[src/include/mmucr_pkg.sv]
// Function
// - Domain access word is write-only, sixteen two-bit fields, domain 0 lowest.
// - Register 4 access changes nothing; software must never access it.
// - Reading register 5 returns status of the latest data fault.
// - Prefetch faults leave captured status untouched; only data faults update.
// - Status read: low 12 bits meaningful, upper 20 show last internal bus.
// - Status bits eleven to eight always read zero.
// - Any write to register 5 flushes the whole TLB, data ignored.
// - Reading register 6 returns virtual address of latest data fault.
// - Write to register 6 purges only the TLB entry matching the address.
// - Register 7 write-only; a write flushes the unified cache, data ignored.
// - Access to registers eight to fifteen takes the undefined trap.
// - Accesses only in privileged modes; user mode takes the undefined trap.
package mmucr_pkg;
   // Control register numbers
   localparam logic [3:0] MMUCR_REG_DOMAIN = 4'h3;
   localparam logic [3:0] MMUCR_REG_RSVD4 = 4'h4;
   localparam logic [3:0] MMUCR_REG_FSTAT = 4'h5;
   localparam logic [3:0] MMUCR_REG_FADDR = 4'h6;
   localparam logic [3:0] MMUCR_REG_CACHE = 4'h7;
   localparam logic [3:0] MMUCR_REG_FIRST_UNDEF = 4'h8;
   // Fault status field layout
   localparam int MMUCR_FS_TYPE_LSB = 0;
   localparam int MMUCR_FS_DOM_LSB = 4;
   localparam int MMUCR_FS_ZERO_LSB = 8;
   localparam int MMUCR_FS_BUS_LSB = 12;
   localparam int MMUCR_DOM_FIELD_W = 2;
   // Reset values
   localparam logic [31:0] MMUCR_DOMAIN_RST = 32'h0000_0000;
   localparam logic [3:0] MMUCR_FS_FIELD_RST = 4'h0;
   localparam logic [31:0] MMUCR_FADDR_RST = 32'h0000_0000;
   localparam logic [31:0] MMUCR_RDATA_NONE = 32'h0000_0000;
endpackage

[src/hw/mmucr_regs.sv]
`timescale 1ns/10ps
module mmucr_regs
(
   input wire logic core_clk,
   input wire logic sys_rst,
   // Coprocessor register transfer from the core
   input wire logic cp_req,
   input wire logic cp_write,
   input wire logic [3:0] cp_reg,
   input wire logic [31:0] cp_wdata,
   input wire logic cp_user_mode,
   output logic cp_ack_r,
   output logic cp_undef_r,
   output logic [31:0] cp_rdata_r,
   // Fault reports from the MMU
   input wire logic flt_valid,
   input wire logic flt_prefetch,
   input wire logic [3:0] flt_domain,
   input wire logic [3:0] flt_type,
   input wire logic [31:0] flt_addr,
   // Internal data bus, same clock
   input wire logic [31:0] int_dbus,
   // Controls toward MMU and cache
   output logic [31:0] domain_access_r,
   output logic tlb_flush_all_r,
   output logic tlb_purge_r,
   output logic [31:0] tlb_purge_addr_r,
   output logic unified_cache_flush_r
);

   logic [31:0] domain_access_nxt;
   logic [3:0] fs_domain_r;
   logic [3:0] fs_domain_nxt;
   logic [3:0] fs_type_r;
   logic [3:0] fs_type_nxt;
   logic [31:0] fault_addr_r;
   logic [31:0] fault_addr_nxt;
   logic [31:0] last_bus_r;
   logic [31:0] last_bus_nxt;
   logic cp_ack_nxt;
   logic cp_undef_nxt;
   logic [31:0] cp_rdata_nxt;
   logic tlb_flush_all_nxt;
   logic tlb_purge_nxt;
   logic [31:0] tlb_purge_addr_nxt;
   logic unified_cache_flush_nxt;
   logic trap;
   logic do_rd;
   logic do_wr;

   // Decode; a trapped access performs nothing at all
   always_comb
   begin
      trap = cp_req & (cp_user_mode |
         (cp_reg >= mmucr_pkg::MMUCR_REG_FIRST_UNDEF));
      do_rd = cp_req & ~trap & ~cp_write;
      do_wr = cp_req & ~trap & cp_write;
   end

   // Fault capture and bus history
   always_comb
   begin
      fs_domain_nxt = fs_domain_r;
      fs_type_nxt = fs_type_r;
      fault_addr_nxt = fault_addr_r;
      last_bus_nxt = int_dbus; // Upper status bits mirror this bus
      // Prefetch faults must not disturb the data-fault record
      if (flt_valid && !flt_prefetch)
      begin
         fs_domain_nxt = flt_domain;
         fs_type_nxt = flt_type;
         fault_addr_nxt = flt_addr;
      end
   end

   // Domain word and transfer answer
   always_comb
   begin
      domain_access_nxt = domain_access_r;
      cp_ack_nxt = cp_req & ~trap;
      cp_undef_nxt = trap;
      cp_rdata_nxt = mmucr_pkg::MMUCR_RDATA_NONE;
      tlb_flush_all_nxt = 1'b0;
      tlb_purge_nxt = 1'b0;
      tlb_purge_addr_nxt = tlb_purge_addr_r;
      unified_cache_flush_nxt = 1'b0;
      if (do_wr)
      begin
         case (cp_reg)
            mmucr_pkg::MMUCR_REG_DOMAIN:
            begin
               domain_access_nxt = cp_wdata;
            end
            mmucr_pkg::MMUCR_REG_FSTAT:
            begin
               tlb_flush_all_nxt = 1'b1;
            end
            mmucr_pkg::MMUCR_REG_FADDR:
            begin
               // The TLB does the match; only that entry is dropped
               tlb_purge_nxt = 1'b1;
               tlb_purge_addr_nxt = cp_wdata;
            end
            mmucr_pkg::MMUCR_REG_CACHE:
            begin
               unified_cache_flush_nxt = 1'b1;
            end
            default:
            begin
               // Register 4 and unused numbers change nothing
               domain_access_nxt = domain_access_r;
            end
         endcase
      end
      if (do_rd)
      begin
         case (cp_reg)
            mmucr_pkg::MMUCR_REG_FSTAT:
            begin
               // Stale bus bits are returned as the core would see them
               cp_rdata_nxt = {last_bus_r[31:mmucr_pkg::MMUCR_FS_BUS_LSB],
                  4'h0, fs_domain_r, fs_type_r};
            end
            mmucr_pkg::MMUCR_REG_FADDR:
            begin
               cp_rdata_nxt = fault_addr_r;
            end
            default:
            begin
               // Domain word and cache register are write-only
               cp_rdata_nxt = mmucr_pkg::MMUCR_RDATA_NONE;
            end
         endcase
      end
   end

   // State registers
   always_ff @(posedge core_clk or posedge sys_rst)
   begin
      if (sys_rst)
      begin
         domain_access_r <= mmucr_pkg::MMUCR_DOMAIN_RST;
         fs_domain_r <= mmucr_pkg::MMUCR_FS_FIELD_RST;
         fs_type_r <= mmucr_pkg::MMUCR_FS_FIELD_RST;
         fault_addr_r <= mmucr_pkg::MMUCR_FADDR_RST;
         last_bus_r <= mmucr_pkg::MMUCR_RDATA_NONE;
         cp_ack_r <= 1'b0;
         cp_undef_r <= 1'b0;
         cp_rdata_r <= mmucr_pkg::MMUCR_RDATA_NONE;
         tlb_flush_all_r <= 1'b0;
         tlb_purge_r <= 1'b0;
         tlb_purge_addr_r <= mmucr_pkg::MMUCR_FADDR_RST;
         unified_cache_flush_r <= 1'b0;
      end
      else
      begin
         domain_access_r <= domain_access_nxt;
         fs_domain_r <= fs_domain_nxt;
         fs_type_r <= fs_type_nxt;
         fault_addr_r <= fault_addr_nxt;
         last_bus_r <= last_bus_nxt;
         cp_ack_r <= cp_ack_nxt;
         cp_undef_r <= cp_undef_nxt;
         cp_rdata_r <= cp_rdata_nxt;
         tlb_flush_all_r <= tlb_flush_all_nxt;
         tlb_purge_r <= tlb_purge_nxt;
         tlb_purge_addr_r <= tlb_purge_addr_nxt;
         unified_cache_flush_r <= unified_cache_flush_nxt;
      end
   end

endmodule

[config.mk]
export PLATFORM = sky130hd
export DESIGN_NAME = mmucr_regs
export DESIGN_NICKNAME = d
export VERILOG_FILES = /design/src/include/mmucr_pkg.sv /design/src/hw/mmucr_regs.sv
export SDC_FILE = /design/constraint.sdc
export NUM_CORES = 1
export LEC_CHECK = 0
export BUFFER_PORTS_ARGS = -buffer_cell sky130_fd_sc_hd__buf_2
export CAP_MARGIN = 20
export CORE_MARGIN = 2
export CORE_UTILIZATION = 43
export CTS_CLUSTER_SIZE = 20
export DETAILED_ROUTE_END_ITERATION = 8
export PLACE_DENSITY = 0.71
export SETUP_SLACK_MARGIN = 0.02
export SYNTH_ARGS = -nofsm -noshare
export SYNTH_HDL_FRONTEND = slang
export SYNTH_SLANG_ARGS = --single-unit
export TNS_END_PERCENT = 20
[constraint.sdc]
create_clock -name core_clk -period 8.2 [get_ports core_clk]
set_input_delay 2.46 -clock core_clk [delete_from_list [all_inputs] [get_ports core_clk]]
set_output_delay 2.46 -clock core_clk [all_outputs]
set_load 0.005 [all_outputs]
==> results_dict.tcl <==
set metrics [dict create \
    status "completed" \
    synth-main-ff-cell "dfrtp_1" \
    drc 0 \
    leakagePower_nw 4.08 \
    placed_area_sq_um 7060 \
    rows 42 \
    yosysTopAreaCell "dfrtp_1" \
    finalNetCount 681 \
    drive_gt1_share_pct 59.7 \
    min_period_ns 4.34 \
    cap_viol_max_count 0 \
    r2r_slack_ns 7.43 \
    rsz0062_at_grt "false" \
    syn_area_sq_um 5930 \
    critPathCaptureType "register" \
    finalMaxSlewViolations 0 \
    slew_headroom_pct 36.9 \
    avgSynthCellArea_sq_um 16.4 \
    hold_depth 2 \
    hold_slack_ns 0.490 \
    antenna_found_initial 0 \
    fin_tns_setup_ns 0 \
    r2r_end "domain_access_r[1]$_DFFE_PP0P_" \
    syn_nets 477 \
    via_per_inst 4.95 \
    cts.clk_slew.worst_paths_ns 0.06 \
    cts_buffer_depth 2 \
    grt_overflow 0 \
    ctsHoldBuffers 0 \
    clock_sinks 161 \
    wl_per_cell_microns 16.6 \
    synth_edf_count 0 \
    power_density_nw_per_um2 235 \
    setup_viol 0 \
    route.vias.total 3733 \
    async_reset_ff_share_pct 100 \
    gp_congestion 0.710 \
    synth_seq_cells 161 \
    worstMarginPinSlew_ns 0.947 \
    hold_end "cp_rdata_r[31]$_DFF_PP0_" \
    clk_latency_ns 0.41 \
    grt_max_degree 84 \
    numCtsBuffers 17 \
    reg2regPathDepth 1 \
    port_buffers 203 \
    required_ns 8.49 \
    die-area_sq_um 14700 \
    totalWireLength_microns 12500 \
    die_h_microns 121 \
    yosysUniqueCellTypes 22 \
    cts_resized 0 \
    finalHoldViolCount 0 \
    ir_drop_uv 149 \
    finalNonFillerCells 754 \
    clock.fmax_ghz 0.230 \
    drt_first_pass_iters 4 \
    ioPinCount 216 \
    post-cts-setup-buffers 0 \
    antenna_cells 0 \
    cts-root-buf "clkbuf_16" \
    fill_cells 1079 \
    design_area_sq_um 7650 \
    fin_skew_ns 0.00577 \
    min_from "last_bus_r[31]$_DFF_PP0_" \
    start_util_pct 44.4 \
    hp-class "reg -> reg" \
    area_growth_pct 29.1 \
    period_share_pct 52.9 \
    cp-startpoint "cp_reg[3]" \
    fin_util_pct 57.3 \
    dp.cells 722 \
    core_area_sq_um 13300 \
    criticalPathCategory "in -> reg" \
    track_usage_pct 17.9 \
    total_power_mw 1.80 \
    hpwl_microns 8530 \
    synth_area_leaders "dfrtp_1, mux2_2, mux2_4" \
    h-tree-depth 4 \
    rr_startpoint "domain_access_r[1]$_DFFE_PP0P_" \
    yosysTopAreaCellShare_pct 67.9 \
    path_max_fanout 33 \
    grt_pass1_wl_microns 20000 \
    startpoint_type "primary input" \
    yosysWarnings 0 \
    die_w_microns 121 \
    synth_cells 362 \
    arrival_ns 4.63 \
    ant_nets 0 \
    setup_ws_ns 3.86 \
    grt_pass1_vias 3917 \
    dp_slack_ns 3.38 \
    ys_seq_area_share_pct 67.9 \
    cts_tree "done" \
    drtIter0Drc 151 \
]
-- how the worst max path moves through the flow --
stage	cells after the start	slack, ns	end
after floorplan	1	1.39	cp_ack_r$_DFF_PP0_
after global placement	4	3.40	tlb_purge_addr_r[2]$_DFFE_PP0P_
after detailed placement	4	3.38	tlb_purge_addr_r[24]$_DFFE_PP0P_
after CTS	4	3.82	tlb_purge_addr_r[24]$_DFFE_PP0P_
after global routing	4	3.69	tlb_purge_addr_r[4]$_DFFE_PP0P_
final	4	3.86	tlb_purge_addr_r[23]$_DFFE_PP0P_
-- worst max-delay path, stage by stage --
cell	delay, ns
buf_2	0.14
and4bb_2	0.85
nand2b_2	0.67
mux2_2	0.49
-- Yosys cell counts, types with 2 or more instances --
| library cell | count |
|---|---|
| dfrtp_1 | 161 |
| and3_1 | 4 |
| clkbuf_1 | 12 |
| mux2_2 | 74 |
| buf_2 | 4 |
| nor2_1 | 29 |
| nor4b_1 | 2 |
| and4bb_2 | 2 |
| a22oi_1 | 28 |
| buf_12 | 3 |
| inv_1 | 2 |
| mux2_4 | 30 |
| nor2b_1 | 2 |
-- layout by cell type (no fill, tap or decap), types with 2 or more instances in the layout --
cell and instances:
nor2_1 29, buf_2 203, inv_6 2, buf_4 2, a22oi_1 28, mux2_4 30
clkbuf_16 17, dfrtp_1 161, clkinvlp_4 3, clkinv_2 3, mux2_2 74, nor4b_1 2
clkbuf_1 3, and3_1 4, clkbuf_8 2, and4bb_2 2, bufinv_16 2
-- cell type report --
cell class,count,area [sq um],share of cell area (%)
clock buffers,22,464,6.07
well taps,176,220,2.88
multi-input cells,178,1760,23.0
clock inverters,9,106,1.39
inverters,2,12.5,0.163
flip-flops and latches,161,4030,52.6
repair buffers,206,1060,13.8
-- cell families (layout without fill, tap and decap cells) --
family          after synthesis  after routing  synth area share (%)
mux                         104            104                  21.7
flops                       161            161                  67.9
buf+inv                      23            239                  2.49
compound gates               28             28                  3.55
simple gates                 46             46                  4.37
-- registers in the layout (all words and copies together), names as in the netlist --
register               flops
fs_type_r                  4
last_bus_r                20
fs_domain_r                4
unified_cache_flush_r      1
fault_addr_r              32
cp_undef_r                 1
tlb_purge_r                1
tlb_purge_addr_r          32
cp_ack_r                   1
tlb_flush_all_r            1
domain_access_r           32
cp_rdata_r                32
-- power breakdown --
group | internal (mW) | switching, mW | total [mW]
Combinational | 0.0911 | 0.0644 | 0.155
Clock | 0.462 | 0.298 | 0.760
Sequential | 0.856 | 0.0295 | 0.885
-- per-layer routing --
metal | part of all wire, % | routed length [microns] | vias up | global-route usage, %
met5 | 0 | 0 | - | 0
met4 | 1.6 | 201 | 0 | 5.89
met3 | 8.8 | 1100 | 18 | 6.11
met2 | 47 | 5940 | 166 | 29.0
met1 | 42 | 5300 | 1863 | 22.5
li1 | - | - | 1686 | -
Power figures use the tool's default switching activity.
